`src/lcd_pkg.sv`:
```
// package: register map, field positions, reset values, timing counts, engine states
package lcd_pkg;
  localparam logic [3:0] ADDR_CTRL = 4'h0;
  localparam logic [3:0] ADDR_START = 4'h1;
  localparam logic [3:0] ADDR_WIDTH = 4'h2;
  localparam logic [3:0] ADDR_HEIGHT = 4'h3;
  localparam logic [3:0] ADDR_PAGE = 4'h4;
  localparam logic [3:0] ADDR_ALT = 4'h5;
  localparam logic [3:0] ADDR_CONTRAST = 4'h6;
  localparam logic [3:0] ADDR_PORTL = 4'h7;
  localparam logic [3:0] ADDR_STATUS = 4'h8;

  localparam int CTRL_GRAY = 2;
  localparam int CTRL_THIRD = 3;
  localparam int CTRL_BUS4 = 4;
  localparam int CTRL_INVERT = 5;
  localparam int CTRL_DISPOFF = 6;
  localparam int CTRL_POWER = 7;

  localparam logic [7:0] RST_CTRL = 8'h80;
  localparam logic [13:0] RST_START = 14'h0000;
  localparam logic [10:0] RST_WIDTH = 11'h0A0;
  localparam logic [9:0] RST_HEIGHT = 10'h050;
  localparam logic [8:0] RST_PAGE = 9'h014;
  localparam logic [4:0] RST_ALT = 5'h00;
  localparam logic [5:0] RST_CONTRAST = 6'h00;
  localparam logic [7:0] RST_PORTL = 8'h00;

  localparam int CLK_NS = 10;
  localparam int SHIFT_HALF_NS = 20;
  localparam int LINE_PULSE_NS = 100;
  localparam logic [2:0] SHIFT_HALF_CYC = 3'((SHIFT_HALF_NS + CLK_NS - 1) / CLK_NS);
  localparam logic [3:0] LINE_PULSE_CYC = 4'((LINE_PULSE_NS + CLK_NS - 1) / CLK_NS);

  typedef enum logic [4:0] {
    ST_IDLE = 5'b00001,
    ST_FETCH = 5'b00010,
    ST_WAIT = 5'b00100,
    ST_SHIFT = 5'b01000,
    ST_LINE = 5'b10000
  } state_t;
endpackage

```
`src/contrast_if.sv`:
```
// interface: contrast setting and blank waveform between engine and pwm generator
`timescale 1ns/1ps
`default_nettype none
interface contrast_if;
  logic [5:0] level;
  logic force_low;
  logic blank;
  modport ctrl (output level, output force_low, input blank);
  modport gen (input level, input force_low, output blank);
endinterface
`default_nettype wire

```
`src/contrast_pwm.sv`:
```
// module: pwm generator for the panel blank / contrast output
`timescale 1ns/1ps
`default_nettype none
module contrast_pwm (
  input wire logic clk,
  input wire logic rst,
  contrast_if.gen pw
);
  logic [5:0] pwm_cnt;

  always_ff @(posedge clk or posedge rst) begin
    if (rst) begin
      pwm_cnt <= 6'h00;
    end else begin
      pwm_cnt <= pwm_cnt + 6'h01;
    end
  end

  // high share shrinks as level grows; level zero stays high
  always_ff @(posedge clk or posedge rst) begin
    if (rst) begin
      pw.blank <= 1'b1;
    end else if (pw.force_low) begin
      pw.blank <= 1'b0; // [RULE_14]
    end else begin
      pw.blank <= (pwm_cnt >= pw.level); // [RULE_13] [RULE_15]
    end
  end
endmodule
`default_nettype wire

```
`src/mono_stn_lcd_controller.sv`:
```
// module: monochrome stn panel refresh engine with register port and port-l mux
//
// Summary of operation
// RULE_01 - gray bit clear: one bit per pixel
// RULE_02 - second gray bit picks half or third
// RULE_03 - bw 0 white; gray 00 white, 11 dark
// RULE_04 - byte msb is leftmost pixel
// RULE_05 - bus bit selects serial or 4-bit data
// RULE_06 - power off: port pins show port data
// RULE_07 - frame marker from last line to next
// RULE_08 - one line pulse per display row
// RULE_09 - alternation per frame or 1..31 lines
// RULE_10 - data stable around shift clock falling edge
// RULE_11 - invert bit complements every pixel bit
// RULE_12 - supply-off output is inverse of power
// RULE_13 - blank pwm duty follows contrast field
// RULE_14 - display-off bit forces blank low
// RULE_15 - zero contrast keeps blank steady high
// RULE_16 - programmable size and virtual page width
// RULE_17 - fetches use own memory read port
// RULE_18 - powered panel refreshes continuously
// RULE_19 - row address steps by page width
// RULE_20 - shift clock idle during line pulse
// RULE_21 - no shading beyond four levels
//
// The strobed register port and the register addresses are this design's own decisions.
`timescale 1ns/1ps
`default_nettype none
module mono_stn_lcd_controller (
  input wire logic clk,
  input wire logic rst,
  input wire logic [3:0] reg_addr,
  input wire logic [15:0] reg_wdata,
  input wire logic reg_wr,
  input wire logic reg_rd,
  output logic [15:0] reg_rdata,
  output logic [13:0] mem_addr,
  output logic mem_rd,
  input wire logic [7:0] mem_rdata,
  output logic [7:0] port_l_pins,
  output logic panel_supply_off_out,
  output logic blank_out
);
  logic [7:0] display_control_reg;
  logic [13:0] start_addr;
  logic [10:0] screen_width;
  logic [9:0] screen_height;
  logic [8:0] page_width;
  logic [4:0] alt_lines;
  logic [5:0] contrast_level_field;
  logic [7:0] port_l_out_data;

  logic panel_power_bit;
  logic bus_width_bit;
  logic data_invert_bit;
  logic display_off_bit;
  logic [1:0] gray_mode_bits;

  lcd_pkg::state_t state;
  logic [13:0] row_addr;
  logic [13:0] byte_addr;
  logic [10:0] pix_left;
  logic [9:0] row_cnt;
  logic [7:0] pix_byte;
  logic [3:0] pix_idx;
  logic [2:0] div_cnt;
  logic [3:0] lp_cnt;
  logic [4:0] alt_cnt;
  logic [1:0] frame_mod3;
  logic frame_par;
  logic frame_marker;
  logic line_pulse;
  logic polarity_alternation;
  logic shift_clock_out;
  logic [3:0] pixel_data_bus;

  logic [10:0] step;
  logic [3:0] per_byte;
  logic [3:0] next_data;
  logic [15:0] next_rdata;
  logic [13:0] next_row_addr;
  logic last_row;

  contrast_if pwm_bus ();

  assign panel_power_bit = display_control_reg[lcd_pkg::CTRL_POWER];
  assign bus_width_bit = display_control_reg[lcd_pkg::CTRL_BUS4];
  assign data_invert_bit = display_control_reg[lcd_pkg::CTRL_INVERT];
  assign display_off_bit = display_control_reg[lcd_pkg::CTRL_DISPOFF];
  assign gray_mode_bits = {display_control_reg[lcd_pkg::CTRL_THIRD], display_control_reg[lcd_pkg::CTRL_GRAY]};

  assign step = bus_width_bit ? 11'h004 : 11'h001; // [RULE_05]
  assign per_byte = gray_mode_bits[0] ? 4'h4 : 4'h8; // [RULE_01]
  assign next_row_addr = row_addr + {5'h00, page_width}; // [RULE_19]
  assign last_row = (row_cnt == screen_height - 10'h001);

  assign pwm_bus.level = contrast_level_field;
  assign pwm_bus.force_low = display_off_bit;

  contrast_pwm u_pwm (
    .clk(clk),
    .rst(rst),
    .pw(pwm_bus.gen)
  );

  // pixel i of a byte, msb side first
  function automatic logic [1:0] pixel_at(input logic [7:0] b, input logic [3:0] i, input logic g);
    logic [7:0] s;
    begin
      s = g ? (b << {i[1:0], 1'b0}) : (b << i[2:0]); // [RULE_04]
      pixel_at = g ? s[7:6] : {1'b0, s[7]}; // [RULE_01]
    end
  endfunction

  // frame-rate shading for the two middle gray levels only
  function automatic logic render(input logic [1:0] lvl, input logic g, input logic third,
                                  input logic [1:0] m3, input logic par);
    begin
      if (!g) begin
        render = lvl[0]; // [RULE_03]
      end else begin
        case (lvl) // [RULE_03] [RULE_21]
          2'b00: render = 1'b0;
          2'b01: render = third ? (m3 == 2'h0) : par; // [RULE_02]
          2'b10: render = (m3 != 2'h0);
          default: render = 1'b1;
        endcase
      end
    end
  endfunction

  always_comb begin
    logic [3:0] p;
    logic b;
    p = 4'h0;
    b = 1'b0;
    next_data = 4'h0;
    for (int k = 0; k < 4; k++) begin
      p = pix_idx + 4'(k);
      b = render(pixel_at(pix_byte, p, gray_mode_bits[0]), gray_mode_bits[0], gray_mode_bits[1],
                 frame_mod3, frame_par) ^ data_invert_bit; // [RULE_11]
      if (bus_width_bit) begin
        next_data[3 - k] = b; // [RULE_05]
      end else if (k == 0) begin
        next_data[0] = b; // [RULE_05]
      end
    end
  end

  // register writes
  always_ff @(posedge clk or posedge rst) begin
    if (rst) begin
      display_control_reg <= lcd_pkg::RST_CTRL; // [RULE_12]
      start_addr <= lcd_pkg::RST_START;
      screen_width <= lcd_pkg::RST_WIDTH;
      screen_height <= lcd_pkg::RST_HEIGHT;
      page_width <= lcd_pkg::RST_PAGE;
      alt_lines <= lcd_pkg::RST_ALT;
      contrast_level_field <= lcd_pkg::RST_CONTRAST;
      port_l_out_data <= lcd_pkg::RST_PORTL;
    end else if (reg_wr) begin
      case (reg_addr)
        lcd_pkg::ADDR_CTRL: display_control_reg <= {reg_wdata[7:2], 2'b00};
        lcd_pkg::ADDR_START: start_addr <= reg_wdata[13:0];
        lcd_pkg::ADDR_WIDTH: screen_width <= reg_wdata[10:0]; // [RULE_16]
        lcd_pkg::ADDR_HEIGHT: screen_height <= reg_wdata[9:0]; // [RULE_16]
        lcd_pkg::ADDR_PAGE: page_width <= reg_wdata[8:0]; // [RULE_16]
        lcd_pkg::ADDR_ALT: alt_lines <= reg_wdata[4:0];
        lcd_pkg::ADDR_CONTRAST: contrast_level_field <= reg_wdata[5:0];
        lcd_pkg::ADDR_PORTL: port_l_out_data <= reg_wdata[7:0];
        default: begin
        end
      endcase
    end
  end

  // read mux, unmapped reads give zero
  always_comb begin
    case (reg_addr)
      lcd_pkg::ADDR_CTRL: next_rdata = {8'h00, display_control_reg};
      lcd_pkg::ADDR_START: next_rdata = {2'h0, start_addr};
      lcd_pkg::ADDR_WIDTH: next_rdata = {5'h00, screen_width};
      lcd_pkg::ADDR_HEIGHT: next_rdata = {6'h00, screen_height};
      lcd_pkg::ADDR_PAGE: next_rdata = {7'h00, page_width};
      lcd_pkg::ADDR_ALT: next_rdata = {11'h000, alt_lines};
      lcd_pkg::ADDR_CONTRAST: next_rdata = {10'h000, contrast_level_field};
      lcd_pkg::ADDR_PORTL: next_rdata = {8'h00, port_l_out_data};
      lcd_pkg::ADDR_STATUS: next_rdata = {4'h0, polarity_alternation, frame_marker, row_cnt};
      default: next_rdata = 16'h0000;
    endcase
  end

  always_ff @(posedge clk or posedge rst) begin
    if (rst) begin
      reg_rdata <= 16'h0000;
    end else begin
      reg_rdata <= reg_rd ? next_rdata : 16'h0000;
    end
  end

  // refresh engine: fetch byte, shift pixels, line pulse, repeat
  always_ff @(posedge clk or posedge rst) begin
    if (rst) begin
      state <= lcd_pkg::ST_IDLE;
      row_addr <= 14'h0000;
      byte_addr <= 14'h0000;
      pix_left <= 11'h000;
      row_cnt <= 10'h000;
      pix_byte <= 8'h00;
      pix_idx <= 4'h0;
      div_cnt <= 3'h0;
      lp_cnt <= 4'h0;
      alt_cnt <= 5'h00;
      frame_mod3 <= 2'h0;
      frame_par <= 1'b0;
      frame_marker <= 1'b0;
      line_pulse <= 1'b0;
      polarity_alternation <= 1'b0;
      shift_clock_out <= 1'b0;
      pixel_data_bus <= 4'h0;
      mem_addr <= 14'h0000;
      mem_rd <= 1'b0;
    end else if (!panel_power_bit) begin
      state <= lcd_pkg::ST_IDLE;
      frame_marker <= 1'b0;
      line_pulse <= 1'b0;
      shift_clock_out <= 1'b0;
      mem_rd <= 1'b0;
    end else begin
      case (state)
        lcd_pkg::ST_IDLE: begin
          row_addr <= start_addr;
          byte_addr <= start_addr;
          row_cnt <= 10'h000;
          pix_left <= screen_width;
          lp_cnt <= 4'h0;
          state <= (screen_width == 11'h000) ? lcd_pkg::ST_LINE : lcd_pkg::ST_FETCH;
        end
        lcd_pkg::ST_FETCH: begin
          mem_addr <= byte_addr; // [RULE_17]
          mem_rd <= 1'b1; // [RULE_17]
          state <= lcd_pkg::ST_WAIT;
        end
        lcd_pkg::ST_WAIT: begin
          mem_rd <= 1'b0;
          if (!mem_rd) begin
            pix_byte <= mem_rdata;
            pix_idx <= 4'h0;
            byte_addr <= byte_addr + 14'h0001;
            div_cnt <= 3'h0;
            state <= lcd_pkg::ST_SHIFT;
          end
        end
        lcd_pkg::ST_SHIFT: begin
          div_cnt <= div_cnt + 3'h1;
          if (div_cnt == 3'h0) begin
            pixel_data_bus <= next_data; // [RULE_10]
            shift_clock_out <= 1'b1; // [RULE_20]
          end
          if (div_cnt == lcd_pkg::SHIFT_HALF_CYC) begin
            shift_clock_out <= 1'b0; // [RULE_10]
          end
          if (div_cnt == (lcd_pkg::SHIFT_HALF_CYC << 1) - 3'h1) begin
            div_cnt <= 3'h0;
            pix_idx <= pix_idx + step[3:0];
            pix_left <= (pix_left > step) ? pix_left - step : 11'h000;
            if (pix_left <= step) begin
              lp_cnt <= 4'h0;
              state <= lcd_pkg::ST_LINE;
            end else if (pix_idx + step[3:0] >= per_byte) begin
              state <= lcd_pkg::ST_FETCH;
            end
          end
        end
        lcd_pkg::ST_LINE: begin
          shift_clock_out <= 1'b0; // [RULE_20]
          lp_cnt <= lp_cnt + 4'h1;
          line_pulse <= 1'b1; // [RULE_08]
          if (lp_cnt == lcd_pkg::LINE_PULSE_CYC - 4'h1) begin
            line_pulse <= 1'b0;
            lp_cnt <= 4'h0;
            pix_left <= screen_width;
            if (alt_lines != 5'h00) begin
              if (alt_cnt + 5'h01 >= alt_lines) begin
                alt_cnt <= 5'h00;
                polarity_alternation <= ~polarity_alternation; // [RULE_09]
              end else begin
                alt_cnt <= alt_cnt + 5'h01;
              end
            end
            if (last_row) begin
              frame_marker <= 1'b1; // [RULE_07]
              row_cnt <= 10'h000;
              row_addr <= start_addr; // [RULE_19]
              byte_addr <= start_addr;
              frame_par <= ~frame_par;
              frame_mod3 <= (frame_mod3 == 2'h2) ? 2'h0 : frame_mod3 + 2'h1;
              if (alt_lines == 5'h00) begin
                polarity_alternation <= ~polarity_alternation; // [RULE_09]
              end
            end else begin
              frame_marker <= 1'b0; // [RULE_07]
              row_cnt <= row_cnt + 10'h001;
              row_addr <= next_row_addr; // [RULE_19]
              byte_addr <= next_row_addr;
            end
            state <= (screen_width == 11'h000) ? lcd_pkg::ST_LINE : lcd_pkg::ST_FETCH; // [RULE_18]
          end
        end
        default: begin
          state <= lcd_pkg::ST_IDLE;
        end
      endcase
    end
  end

  // port-l pin mux and dedicated outputs
  always_ff @(posedge clk or posedge rst) begin
    if (rst) begin
      port_l_pins <= 8'h00;
      panel_supply_off_out <= 1'b0;
      blank_out <= 1'b1;
    end else begin
      panel_supply_off_out <= ~panel_power_bit; // [RULE_12]
      blank_out <= pwm_bus.blank; // [RULE_13] [RULE_14]
      if (!panel_power_bit) begin
        port_l_pins <= port_l_out_data; // [RULE_06]
      end else if (bus_width_bit) begin
        port_l_pins <= {frame_marker, line_pulse, polarity_alternation, shift_clock_out, pixel_data_bus};
      end else begin
        port_l_pins <= {frame_marker, line_pulse, polarity_alternation, shift_clock_out,
                        port_l_out_data[3:1], pixel_data_bus[0]}; // [RULE_05]
      end
    end
  end
endmodule
`default_nettype wire

```
`config.mk`:
```
export PLATFORM = sky130hd
export DESIGN_NAME = mono_stn_lcd_controller
export DESIGN_NICKNAME = d
export VERILOG_FILES = /design/src/lcd_pkg.sv /design/src/contrast_if.sv /design/src/contrast_pwm.sv /design/src/mono_stn_lcd_controller.sv
export SDC_FILE = /design/constraint.sdc
export NUM_CORES = 1
export LEC_CHECK = 0
export ABC_AREA = 1
export BUFFER_PORTS_ARGS = -buffer_cell sky130_fd_sc_hd__buf_2
export CORE_MARGIN = 10
export CORE_UTILIZATION = 55
export DETAILED_ROUTE_END_ITERATION = 6
export PLACE_DENSITY = 0.79
export SLEW_MARGIN = 20
export SYNTH_ARGS = -nofsm -noshare
export SYNTH_HDL_FRONTEND = slang
export SYNTH_HIERARCHICAL = 1
export SYNTH_SLANG_ARGS = --single-unit
```
`constraint.sdc`:
```
create_clock -name clk -period 7.8 [get_ports clk]
set_input_delay 1.17 -clock clk [delete_from_list [all_inputs] [get_ports clk]]
set_output_delay 1.17 -clock clk [all_outputs]
set_load 0.01 [all_outputs]
```
==> impl_metrics.csv <==
group,metric,value,unit
routing,met2_length,15200,um
global_route,grt_pass1_wl,55500,um
timing,finalCritPeriodShare,0.393,
global_route,grt_pass1_vias,10560,
clocking,cts_max_level,1,
synth,synth.top_cell.area_share,0.402,
synth,synth_common_cells,"nand2_1, inv_1, dfrtp_1",
timing,period_minus_slack,3.06,ns
critical_path,r2r_cells,8,
critical_path,rr_endpoint,"lp_cnt[0]$_DFFE_PP0P_",
clocking,path_clk_slew,0.06,ns
placement,pre_cts_slack,4.56,ns
synth,synth-seq-area-share,0.424,
critical_path,cp_max_fo,14,
timing,slew_headroom,0.351,
floorplanning,core,21700,um^2
critical_path,critPathKind,"reg -> reg",
critical_path,r2r_start,"state[4]$_DFFE_PP0P_",
global_route,grt_overflow_total,0,
synth,synthArstFlopShare,1.00,
routing,vias,11161,
timing,final-max-slew-violation-count,0,
placement,hpwl,25000,um
floorplanning,rows,54,
routing,wl,34300,um
routing,top_layer,"met4",
critical_path,r2r_slack,4.74,ns
timing,max_slew.worst_pin.slew,0.971,ns
clocking,cts_hold_buf,0,
power,p_leak,6.72,nW
clocking,cts-resized-gates,0,
synth,synth_cell_types,53,
critical_path,crit_start,"state[4]$_DFFE_PP0P_",
status,violations,"DRC",
clocking,numCtsBuffers,24,
routing,drt_pre_antenna_iters,7,
power,clockPowerShare,0.294,
synth,ys_ff_latch,204,
timing,fmax,326,MHz
routing,drc,1,
clocking,clock_path_buffers,3,
routing,drt-met1-wl,14600,um
power,p_int,0.00252,W
synth,synth-edff-count,0,
routing,antenna_left,0,
critical_path,cp.arrival,3.52,ns
critical_path,startpoint_type,"register",
placement,port_buffers,68,
global_route,track_usage,0.237,
timing,fin_skew,0.0116,ns
synth,synthTopCellsByArea,"dfrtp_1, nand2_1, inv_1",
synth,synth_flop_cell,"dfrtp_1",
critical_path,cp-endpoint,"lp_cnt[0]$_DFFE_PP0P_",
synth,syn_avg_cell_area,7.57,um^2
synth,synth.most_common_cell,"nand2_1",
clocking,post-cts-setup-buffers,0,
job,cap_violations,0,
clocking,clock-sinks,204,
floorplanning,ios,73,
status,status,"finished with violations",
final_layout,nets,1721,
timing,hold_viol_final,0,
timing,setup_violations,0,
critical_path,required,8.26,ns
final_layout,drive_gt1_frac,0.109,
routing,wl_per_cell,17.6,um
timing,rsz0062_at_grt,"no",
power,seqPwrFrac,0.381,
power,peakVddDrop,195,uV
min_path,hold_depth,0,
routing,drt_iter0_drc,1240,
synth,synth_top_area_cell,"dfrtp_1",
timing,layout_setup_ws,4.74,ns
power,p_per_area,302,nW/um^2
min_path,worstHoldPathType,"reg -> reg",
final_layout,n_antenna_cell,0,
floorplanning,initial_utilization,0.556,
global_route,grt_max_degree,133,
critical_path,end_kind,"register",
clocking,clock-root-buffer,"clkbuf_16",
clocking,cts_tree,"done",
global_route,antenna_found_initial,0,
floorplanning,die_area,28300,um^2
timing,tns,0,ns
routing,vias_per_cell,5.74,
synth,synthCells,1594,
synth,yosys_warnings,6,
final_layout,syn_to_final_growth,10.9,%
power,netSwitchingPower,0.00152,W
floorplanning,die_x,168,um
power,switching_share,0.376,
clocking,clk_latency,0.53,ns
placement,gp_congestion,0.955,
power,p_comb_frac,0.325,
routing,wl_met3,3260,um
floorplanning,dieHeight,168,um
synth,synth_area,12100,um^2
==> how the worst min path moves through the flow <==
| stage | end | start | slack [ns] |
|---|---|---|---|
| 2_1_floorplan | blank_out$_DFF_PP1_ | u_pwm/pw.blank$_DFF_PP1_ | 0.35 |
| 3_3_place_gp | blank_out$_DFF_PP1_ | u_pwm/pw.blank$_DFF_PP1_ | 0.35 |
| 3_5_place_dp | blank_out$_DFF_PP1_ | u_pwm/pw.blank$_DFF_PP1_ | 0.35 |
| 4_1_cts | blank_out$_DFF_PP1_ | u_pwm/pw.blank$_DFF_PP1_ | 0.36 |
| 5_1_grt | blank_out$_DFF_PP1_ | u_pwm/pw.blank$_DFF_PP1_ | 0.37 |
| 6_report | blank_out$_DFF_PP1_ | u_pwm/pw.blank$_DFF_PP1_ | 0.36 |
==> final cells by class <==
| type | count | area (um^2) |
|---|---|---|
| clock buffer | 38 | 754 |
| clock inverter | 6 | 88.8 |
| multi-input combinational | 1132 | 5890 |
| timing repair buffer | 70 | 355 |
| sequential | 204 | 5120 |
| inverter | 216 | 818 |
| tap | 280 | 350 |
| fill | 1953 | 8310 |
==> power by group through the flow <==
stage               clock network [W]  logic (W)  registers, W
floorplan                           0   0.000995       0.00149
detailed placement                  0    0.00129       0.00154
CTS                           0.00119    0.00130       0.00153
finish                        0.00119    0.00131       0.00154
global placement                    0    0.00125       0.00154
global route                  0.00123    0.00150       0.00157
==> cells by family after synthesis <==
logic type	share of synthesized area
compound gates	0.151
fa+ha+maj	0.0431
mux	0.00280
other cells	0.000311
flops	0.424
buf+inv	0.0875
xor+xnor	0.0282
simple gates	0.263
==> critical path: stages (launching register included) <==
cell and delay [ns]:
dfrtp_1 0.41, inv_1 0.19, nand4_1 0.61, nor2_1 0.83
inv_1 0.32, nand2_1 0.25, inv_1 0.11, o21ai_0 0.10
o21a_1 0.15
==> layer usage <==
layer  vias to the layer above  global-route usage
met5                         -                   0
met1                      5231               0.319
met2                       507               0.373
met3                        83              0.0510
li1                       5340                   -
met4                         0              0.0731
==> layout by cell type, fill, tap and decap left out, types with 11 or more instances in the layout <==
master and instances:
xnor2_1 14, inv_1 203, nand3_2 12, dfrtp_1 194, xor2_1 23, nor2_1 124, nand3_1 124, clkbuf_16 25
a21oi_1 86, ha_1 40, buf_2 68, nor3_1 14, o21ai_0 151, or2_2 11, nand4_1 18, nand2_1 406
==> stage by stage <==
stage	instance area, um^2	std cells	power (W)	utilization	hold WS, ns
after global routing	13400	1946	0.00430	0.617	0.368
after detailed placement	12500	1902	0.00284	0.578	0.352
after global placement	12500	1902	0.00279	0.578	0.350
after floorplan	12100	1595	0.00249	-	0.345
after CTS	13400	1946	0.00403	0.617	0.362
final	13400	1946	0.00404	0.617	0.360
Power figures use the tool's default switching activity.
